## src/core/restart_pkg.sv

```systemverilog
// How it works
// - Only the listed restartable fault kinds may lead to an automatic restart.
// - Bus undervoltage is restartable only with ride-through selection 1 through 4.
// - After the run command is withdrawn, a self-check precedes any restart.
// - A passed check with the cause gone starts speed search, then normal running.
// - Limit is 0 to 10 (restart_limit_in is not clamped, so 11 to 15 are also taken); at the limit the sequencer stops until manual reset.
// - Ten minutes of normal running after a restart clears the restart counter.
// - A manual fault clear sets the restart counter to zero.
// - A power cycle (reset) sets the restart counter to zero.
// - Fault output shows during restart only when the fault output selection is 1.
// - The restart-in-progress flag shows while restarting if output function is 1E.
// - Count mode 0 retries continuously and counts only successful restarts.
// - Count mode 1 spaces attempts by the interval and counts every attempt.
// - The restart interval is 0.5 to 600.0 s in 0.1 s steps, default 10.0 s.
package restart_pkg;
    localparam int unsigned CLK_PERIOD_NS    = 50;
    localparam int unsigned TICK_TIME_MS     = 100;
    localparam int unsigned TICK_CYCLES      = TICK_TIME_MS * 1_000_000 / CLK_PERIOD_NS;
    localparam int unsigned NORMAL_RUN_S     = 600;
    localparam int unsigned TICK_W           = 13;
    localparam int unsigned DIV_W            = 21;
    localparam logic [12:0] NORMAL_RUN_TICKS = 13'(NORMAL_RUN_S * 1000 / TICK_TIME_MS);
    localparam logic [12:0] INTERVAL_DEFAULT = 13'h0064;
    localparam logic [12:0] INTERVAL_MIN     = 13'h0005;
    localparam logic [12:0] INTERVAL_MAX     = 13'h1770;
    localparam logic [3:0]  LIMIT_DEFAULT    = 4'h0;
    localparam logic [3:0]  LIMIT_MAX        = 4'hA;
    localparam logic [3:0]  COUNT_RESET      = 4'h0;
    localparam logic [7:0]  FUNC_RESTARTING  = 8'h1E;
    localparam logic [2:0]  RIDE_SEL_LOW     = 3'h1;
    localparam logic [2:0]  RIDE_SEL_HIGH    = 3'h4;

    typedef enum logic [3:0] {
        ground_fault, output_phase_open_fault, overcurrent_fault, drive_overheat_fault,
        motor_overload_fault, drive_overload_fault, overtorque_one_fault, overtorque_two_fault,
        bus_overvoltage_fault, input_phase_loss_fault, brake_resistor_fault,
        brake_transistor_fault, bus_undervoltage_fault, pull_out_fault, other_fault
    } fault_code_t;

    typedef enum logic [2:0] {
        ST_RUN, ST_TRIPPED, ST_INTERVAL, ST_CHECK, ST_SEARCH, ST_LOCKOUT
    } seq_state_t;
endpackage

```

## src/core/restart_timer_if.sv

```systemverilog
`timescale 1ns/10ps
interface restart_timer_if;
    logic        start;
    logic        abort;
    logic [12:0] load;
    logic        done;
    logic        busy;
    modport ctrl  (output start, output abort, output load, input done, input busy);
    modport timer (input start, input abort, input load, output done, output busy);
endinterface

```

## src/core/restart_timer.sv

```systemverilog
`timescale 1ns/10ps
module restart_timer #(
    parameter int unsigned TICK_CYCLES = restart_pkg::TICK_CYCLES
) (
    // Clock and reset.
    input  wire logic      sys_clk_in,
    input  wire logic      rst_in,
    // Control from the sequencer.
    restart_timer_if.timer tmr
);
    import restart_pkg::*;

    typedef struct packed {
        logic [DIV_W-1:0]  div;
        logic [TICK_W-1:0] ticks;
        logic              busy;
        logic              done;
    } tmr_state_t;

    tmr_state_t r;
    tmr_state_t n;

    // Counts 0.1 s ticks down from the loaded value and pulses done once.
    always_comb begin
        n = r;
        n.done = 1'b0;
        if (tmr.abort) begin
            n.busy = 1'b0;
        end else if (tmr.start) begin
            n.busy  = 1'b1;
            n.div   = '0;
            n.ticks = (tmr.load == '0) ? 13'h0001 : tmr.load;
        end else if (r.busy) begin
            if (r.div == DIV_W'(TICK_CYCLES - 1)) begin
                n.div = '0;
                if (r.ticks == 13'h0001) begin
                    n.busy = 1'b0;
                    n.done = 1'b1;
                end else begin
                    n.ticks = r.ticks - 13'h0001;
                end
            end else begin
                n.div = r.div + DIV_W'(1);
            end
        end
    end

    always_ff @(posedge sys_clk_in or posedge rst_in) begin
        if (rst_in) begin
            r <= '0;
        end else begin
            r <= n;
        end
    end

    assign tmr.done = r.done;
    assign tmr.busy = r.busy;
endmodule

```

## src/core/fault_auto_restart_sequencer.sv

```systemverilog
`timescale 1ns/10ps
module fault_auto_restart_sequencer #(
    parameter int unsigned TICK_CYCLES = restart_pkg::TICK_CYCLES
) (
    // Clock and reset.
    input  wire logic                     sys_clk_in,
    input  wire logic                     rst_in,
    // Configuration.
    input  wire logic [3:0]               restart_limit_in,
    input  wire logic                     restart_fault_output_sel_in,
    input  wire logic [12:0]              restart_interval_time_in,
    input  wire logic                     restart_count_mode_in,
    input  wire logic [2:0]               power_loss_ride_through_sel_in,
    input  wire logic [7:0]               digital_output_1_function_in,
    // Drive events.
    input  wire logic                     fault_valid_in,
    input  wire restart_pkg::fault_code_t fault_code_in,
    input  wire logic                     run_cmd_in,
    input  wire logic                     self_check_pass_in,
    input  wire logic                     fault_cause_clear_in,
    input  wire logic                     speed_search_done_in,
    input  wire logic                     manual_reset_in,
    // Status outputs.
    output logic                          drive_enable_out,
    output logic                          speed_search_out,
    output logic                          fault_out,
    output logic                          restart_active_out,
    output logic                          lockout_out,
    output logic [3:0]                    restart_count_out
);
    import restart_pkg::*;

    typedef struct packed {
        seq_state_t state;
        logic [3:0] count;
        logic [2:0] run_sync;
        logic       run_flt;
        logic       tmr_start;
        logic       tmr_abort;
        logic [12:0] tmr_load;
        logic       enable_o;
        logic       search_o;
        logic       fault_o;
        logic       active_o;
        logic       lock_o;
    } seq_t;

    seq_t r;
    seq_t n;
    restart_timer_if tmr ();

    function automatic logic restartable(fault_code_t code, logic [2:0] ride_sel);
        logic ok;
        ok = 1'b1;
        if (code == other_fault) begin
            ok = 1'b0;
        end else if (code == bus_undervoltage_fault) begin
            ok = (ride_sel >= RIDE_SEL_LOW) && (ride_sel <= RIDE_SEL_HIGH);
        end
        return ok;
    endfunction

    function automatic logic [12:0] clamp_interval(logic [12:0] t);
        logic [12:0] v;
        v = t;
        if (t < INTERVAL_MIN) begin
            v = INTERVAL_MIN;
        end else if (t > INTERVAL_MAX) begin
            v = INTERVAL_MAX;
        end
        return v;
    endfunction

    function automatic logic restarting(seq_state_t s);
        return (s == ST_TRIPPED) || (s == ST_INTERVAL) || (s == ST_CHECK) || (s == ST_SEARCH);
    endfunction

    logic can_restart;
    logic at_limit;
    logic check_ok;
    logic [12:0] interval_ticks;

    assign interval_ticks = clamp_interval(restart_interval_time_in);
    assign can_restart = restartable(fault_code_in, power_loss_ride_through_sel_in);
    assign at_limit    = (r.count >= restart_limit_in);
    assign check_ok    = self_check_pass_in && fault_cause_clear_in;

    always_comb begin
        n = r;
        n.tmr_start = 1'b0;
        n.tmr_abort = 1'b0;
        n.run_sync  = {r.run_sync[1:0], run_cmd_in};
        if (r.run_sync[1] == r.run_sync[2]) begin
            n.run_flt = r.run_sync[2];
        end
        case (r.state)
            ST_RUN: begin
                if (fault_valid_in) begin
                    n.tmr_abort = 1'b1;
                    if (!can_restart || restart_limit_in == 4'h0) begin
                        n.state = ST_LOCKOUT;
                    end else if (!restart_count_mode_in && at_limit) begin
                        n.state = ST_LOCKOUT;
                    end else begin
                        n.state = ST_TRIPPED;
                    end
                end else if (tmr.done) begin
                    n.count = COUNT_RESET;
                end
            end
            ST_TRIPPED: begin
                if (!r.run_flt) begin
                    if (restart_count_mode_in) begin
                        n.state     = ST_INTERVAL;
                        n.tmr_start = 1'b1;
                        n.tmr_load  = interval_ticks;
                    end else begin
                        n.state = ST_CHECK;
                    end
                end
            end
            ST_INTERVAL: begin
                if (tmr.done) begin
                    n.state = ST_CHECK;
                end
            end
            ST_CHECK: begin
                if (restart_count_mode_in) begin
                    if (at_limit) begin
                        n.state = ST_LOCKOUT;
                    end else begin
                        n.count = r.count + 4'h1;
                        if (check_ok) begin
                            n.state = ST_SEARCH;
                        end else begin
                            n.state     = ST_INTERVAL;
                            n.tmr_start = 1'b1;
                            n.tmr_load  = interval_ticks;
                        end
                    end
                end else if (check_ok) begin
                    n.state = ST_SEARCH;
                end
            end
            ST_SEARCH: begin
                if (fault_valid_in) begin
                    n.state = can_restart ? ST_TRIPPED : ST_LOCKOUT;
                end else if (speed_search_done_in) begin
                    n.state     = ST_RUN;
                    n.tmr_start = 1'b1;
                    n.tmr_load  = NORMAL_RUN_TICKS;
                    if (!restart_count_mode_in) begin
                        n.count = r.count + 4'h1;
                    end
                end
            end
            default: begin
                n.state = ST_LOCKOUT;
            end
        endcase
        if (manual_reset_in) begin
            n.count     = COUNT_RESET;
            n.tmr_abort = 1'b1;
            n.tmr_start = 1'b0;
            if (r.state != ST_RUN) begin
                n.state = ST_RUN;
            end
        end
        n.enable_o = (n.state == ST_RUN) || (n.state == ST_SEARCH);
        n.search_o = (n.state == ST_SEARCH);
        n.lock_o   = (n.state == ST_LOCKOUT);
        n.fault_o  = n.lock_o || (restarting(n.state) && restart_fault_output_sel_in);
        n.active_o = restarting(n.state) && (digital_output_1_function_in == FUNC_RESTARTING);
    end

    always_ff @(posedge sys_clk_in or posedge rst_in) begin
        if (rst_in) begin
            r          <= '0;
            r.state    <= ST_RUN;
            r.count    <= COUNT_RESET;
            r.tmr_load <= INTERVAL_DEFAULT;
        end else begin
            r <= n;
        end
    end

    assign tmr.start = r.tmr_start;
    assign tmr.abort = r.tmr_abort;
    assign tmr.load  = r.tmr_load;

    restart_timer #(.TICK_CYCLES(TICK_CYCLES)) restart_timer_i (
        .sys_clk_in (sys_clk_in),
        .rst_in     (rst_in),
        .tmr        (tmr.timer)
    );

    assign drive_enable_out   = r.enable_o;
    assign speed_search_out   = r.search_o;
    assign fault_out          = r.fault_o;
    assign restart_active_out = r.active_o;
    assign lockout_out        = r.lock_o;
    assign restart_count_out  = r.count;

    a_nonrestart_lockout: assert property (@(posedge sys_clk_in) disable iff (rst_in)
        (r.state == ST_RUN && fault_valid_in && !manual_reset_in && fault_code_in == other_fault)
        |=> ##1 lockout_out)
        else $error("Non-restartable fault did not lock out.");
    a_undervolt_gate: assert property (@(posedge sys_clk_in) disable iff (rst_in)
        (r.state == ST_RUN && fault_valid_in && !manual_reset_in
         && fault_code_in == bus_undervoltage_fault && power_loss_ride_through_sel_in == 3'h0)
        |=> r.state == ST_LOCKOUT)
        else $error("Undervoltage restarted without ride-through.");
    a_check_after_run: assert property (@(posedge sys_clk_in) disable iff (rst_in)
        (r.state == ST_SEARCH) |-> $past(r.state) inside {ST_CHECK, ST_SEARCH})
        else $error("Speed search entered without self-check.");
    a_search_on_pass: assert property (@(posedge sys_clk_in) disable iff (rst_in)
        (r.state == ST_CHECK && !restart_count_mode_in && check_ok && !manual_reset_in)
        |=> r.state == ST_SEARCH ##1 speed_search_out)
        else $error("Passed self-check did not start speed search.");
    a_zero_limit_stop: assert property (@(posedge sys_clk_in) disable iff (rst_in)
        (r.state == ST_RUN && fault_valid_in && !manual_reset_in && restart_limit_in == 4'h0)
        |=> r.state == ST_LOCKOUT)
        else $error("Zero limit still allowed a restart.");
    a_manual_clear: assert property (@(posedge sys_clk_in) disable iff (rst_in)
        manual_reset_in |=> restart_count_out == 4'h0 && !lockout_out)
        else $error("Manual reset did not clear counter.");
    a_count_success: assert property (@(posedge sys_clk_in) disable iff (rst_in)
        (r.state == ST_SEARCH && !restart_count_mode_in && speed_search_done_in
         && !fault_valid_in && !manual_reset_in)
        |=> restart_count_out == $past(restart_count_out) + 4'h1)
        else $error("Successful restart not counted.");
    a_attempt_count: assert property (@(posedge sys_clk_in) disable iff (rst_in)
        (r.state == ST_CHECK && restart_count_mode_in && !at_limit && !manual_reset_in)
        |=> restart_count_out == $past(restart_count_out) + 4'h1)
        else $error("Restart attempt not counted.");
    a_fault_quiet: assert property (@(posedge sys_clk_in) disable iff (rst_in)
        (restarting(r.state) && !$past(restart_fault_output_sel_in)) |-> !fault_out)
        else $error("Fault output shown during restart with selection 0.");
    a_active_flag: assert property (@(posedge sys_clk_in) disable iff (rst_in)
        restart_active_out |-> restarting(r.state) && $past(digital_output_1_function_in) == FUNC_RESTARTING)
        else $error("Restart flag without restart or function code.");
endmodule

```

## config.mk

```make
export PLATFORM = sky130hd
export DESIGN_NAME = fault_auto_restart_sequencer
export DESIGN_NICKNAME = d
export VERILOG_FILES = /design/src/core/restart_pkg.sv /design/src/core/restart_timer_if.sv /design/src/core/restart_timer.sv /design/src/core/fault_auto_restart_sequencer.sv
export SDC_FILE = /design/constraint.sdc
export NUM_CORES = 1
export LEC_CHECK = 0
export BUFFER_PORTS_ARGS = -buffer_cell sky130_fd_sc_hd__buf_4
export CORE_ASPECT_RATIO = 1.4
export CORE_MARGIN = 5
export CORE_UTILIZATION = 58
export CTS_CLUSTER_SIZE = 30
export DETAILED_ROUTE_END_ITERATION = 8
export PLACE_DENSITY = 0.8
export SLEW_MARGIN = 15
export SYNTH_ARGS = -nofsm -noshare
export SYNTH_HDL_FRONTEND = slang
export SYNTH_SLANG_ARGS = --single-unit
```

## constraint.sdc

```tcl
create_clock -name sys_clk_in -period 3.55 [get_ports sys_clk_in]
set_clock_uncertainty 0.2 [all_clocks]
set_input_delay 0.5325 -clock sys_clk_in [delete_from_list [all_inputs] [get_ports sys_clk_in]]
set_output_delay 0.5325 -clock sys_clk_in [all_outputs]
set_load 0.005 [all_outputs]
```

==> flow_summary_export.csv <==
group,metric,value,unit
pwr,finalPower,2326,uW
synth,synth_seq_cells,67,
synth,synth.avg_cell_area,9.089,um^2
synth,async_reset_ff_frac,1.000,
sta,hold_viol,0,
cells_and_area,diodes,0,
cells_and_area,final_cells,541,
critical_path,crit_path_end_kind,"flop",
cells_and_area,fin_nets,514,
synth,yosys_warnings,0,
cells_and_area,final_cell_mix,"dfrtp_1 (64), buf_4 (56), nor2_1 (45), nand2_1 (34), o21ai_0 (32)",
place,dp_hpwl,6231,um
critical_path,critical_path_arrival,2930,ps
synth,synth_flop_cell,"dfrtp_1",
global_routing,grtUsageTotal,0.2119,
cells_and_area,syn_to_final_growth,15.92,%
clock_tree,clkLatencyLatePin,340,ps
route,drtIter0Drc,153,
pwr,ir_drop,0.0003614,V
global_routing,grt_pass1_wl,14270,um
global_routing,grt-ovfl-total,0,
critical_path,ff2ff_path_depth,6,
clock_tree,h-tree-depth,3,
clock_tree,cts-resized-gates,0,
sta,finalCriticalPeriod,2892,ps
synth,syn_nets,466,
die,rows,34,
route,wl,8349,um
place,place_inst,525,
die,start_util,0.6006,
place,dpl-instance-area,4165,um^2
route,final_antenna_net_count,0,
synth,yosys-top-cells-area,"dfrtp_1 (42%), nor2_1 (4.5%), o21ai_0 (4.2%)",
clock_tree,postCtsHoldBufs,0,
route,avgRoutedWirePerCell,15.43,um
route,first_pass_iters,4,
route,vias,3302,
pwr,power.density,530.8,nW/um^2
clock_tree,cts_setup_buffers,0,
sta,setup_viol,0,
place,gp_congestion,0.8231,
global_routing,antenna_found_initial,0,
global_routing,grt_pass1_vias,3236,
synth,synth_edf_count,0,
global_routing,grt_max_degree,56,
worst_hold_path,holdPathStages,1,
cells_and_area,layout_commonest_cell,"dfrtp_1",
clock_tree,numCtsBuffers,9,
die,die_area,8257,um^2
sta,maxClockFrequency,345.7,MHz
synth,netlist_instances,416,
cells_and_area,multi_input_area,1922,um^2
synth,synth.distinct_cells,62,
sta,finalSetupTns,0,ps
sta,rsz0062_at_grt,"no",
critical_path,path_class,"flop to flop",
die,die_h,105.5,um
die,die_w,78.24,um
route,drc,0,
critical_path,worstPathMaxFanout,26,
sta,slew-limit-headroom,0.3942,
clock_tree,cts_tree,"done",
clock_tree,clockBufferDepth,2,
sta,tightest_slew,907.7,ps
outcome,status,"complete, no violations",
synth,yosysTopAreaCell,"dfrtp_1",
run,drv_cap,0,
clock_tree,cts_sinks,67,
die,pin_count,51,
synth,synth_top_area_frac,0.4236,
die,core-area,6296,um^2
cells_and_area,nFillCells,530,
critical_path,required,3590,ps
clock_tree,clk_pin_slew,70,ps
synth,ys_seq_area_frac,0.4444,
sta,period_share,0.8148,
sta,finalMaxSlewViolations,0,
place,io_buffers,50,
clock_tree,clockRootBuffer,"clkbuf_8",
synth,syn-cell-area,3781,um^2
pwr,p_leak,0.001895,uW
critical_path,cp-start-kind,"flop",
route,viasPerCell,6.104,
cells_and_area,fin_area,4383,um^2
cells_and_area,drive_above_1_share,0.2047,
cells_and_area,ff_latch_area,1680,um^2
worst_hold_path,min_path_type,"input port to flop",
[power by group]
group          leakage, uW  switching, uW  internal, uW
combinational     0.000909            338           270
clock             0.000101            298           392
sequential        0.000884            135           893
total              0.00189            771          1560
[final cells by class]
class                   instances  share of cell area
flip-flops and latches         67              0.3834
well taps                      72             0.02055
multi-input cells             316              0.4385
repair buffers                 56             0.09592
inverters                      14             0.01228
clock inverters                 7             0.02112
clock buffers                   9             0.02826
[cells in the mapped netlist (4+ instances only)]
| library cell | number |
|---|---|
| dfrtp_1 | 64 |
| nor2_1 | 45 |
| nand2_1 | 34 |
| o21ai_0 | 32 |
| a21oi_1 | 30 |
| nand3_1 | 20 |
| inv_1 | 14 |
| nor3_1 | 14 |
| nor4_1 | 13 |
| ha_1 | 8 |
| o21ai_2 | 8 |
| o22a_1 | 7 |
| xnor2_1 | 7 |
| xor2_1 | 7 |
| a22oi_1 | 6 |
| nand4_1 | 6 |
| nor2b_1 | 6 |
| or3_1 | 6 |
| buf_4 | 5 |
| clkbuf_1 | 5 |
| nand2b_1 | 5 |
| nor3b_1 | 5 |
| buf_2 | 4 |
| buf_6 | 4 |
[worst max-delay path, stage by stage, from the launching register on]
cell      delay, ps
dfrtp_1         420
or4_4           560
or3_1           350
o311a_1         370
o21bai_4        520
o21ai_0         220
o21ai_0         140
[final timing paths]
| path | start | to | slack, ps |
|---|---|---|---|
| min | run_cmd_in | n[22]$_DFF_PP0_ | 100 |
| max | restart_timer_i.r[10]$_DFFE_PP0P_ | restart_timer_i.r[10]$_DFFE_PP0P_ | 660 |
| max in group asynchronous | rst_in | n[22]$_DFF_PP0_ | 2320 |
| min reg2reg | n[22]$_DFF_PP0_ | n[23]$_DFF_PP0_ | 150 |
| max reg2reg | restart_timer_i.r[10]$_DFFE_PP0P_ | restart_timer_i.r[10]$_DFFE_PP0P_ | 660 |
| min in group asynchronous | rst_in | restart_timer_i.r[28]$_DFFE_PP0P_ | 170 |
[kinds of logic (layout without fill, tap and decap cells)]
logic type               after synthesis  after routing  synth area share
AO/OA/AOI/OAI                        115            115            0.1985
XOR/XNOR                              14             14           0.03243
adder cells (fa/ha/maj)                9              9           0.02912
buffers and inverters                 33             86           0.04732
flip-flops                            67             67            0.4444
multiplexers                           1              1          0.002647
AND/OR/NAND/NOR                      177            177            0.2455
[flip-flops by register name (all words and copies together) (netlist names)]
| name | cells |
|---|---|
| r | 5 |
| restart_timer_i.tmr.busy | 1 |
| speed_search_out | 1 |
| fault_out | 1 |
| restart_timer_i.r | 34 |
| restart_timer_i.tmr.done | 1 |
| tmr.start | 1 |
| drive_enable_out | 1 |
| restart_active_out | 1 |
| lockout_out | 1 |
| tmr.abort | 1 |
| tmr.load | 13 |
| restart_count_out | 4 |
| n | 2 |
[metrics by stage]
stage          setup slack [ps]  utilization  hold slack (ps)
2_1_floorplan             935.6            -            131.2
3_3_place_gp              671.3       0.6616            145.0
3_5_place_dp              531.2       0.6616            141.1
4_1_cts                   631.3       0.6959            84.97
5_1_grt                   496.0       0.6961            88.97
6_report                  657.5       0.6961            100.4
[layer usage]
metal | vias to the layer above | track usage | wire length [um]
li1 | 1617 | - | -
met4 | 0 | 0.06375 | 123
met1 | 1581 | 0.2405 | 3280
met2 | 92 | 0.3897 | 4573
met5 | - | 0 | 0
met3 | 12 | 0.05034 | 371
(Power assumes the default switching activity.)
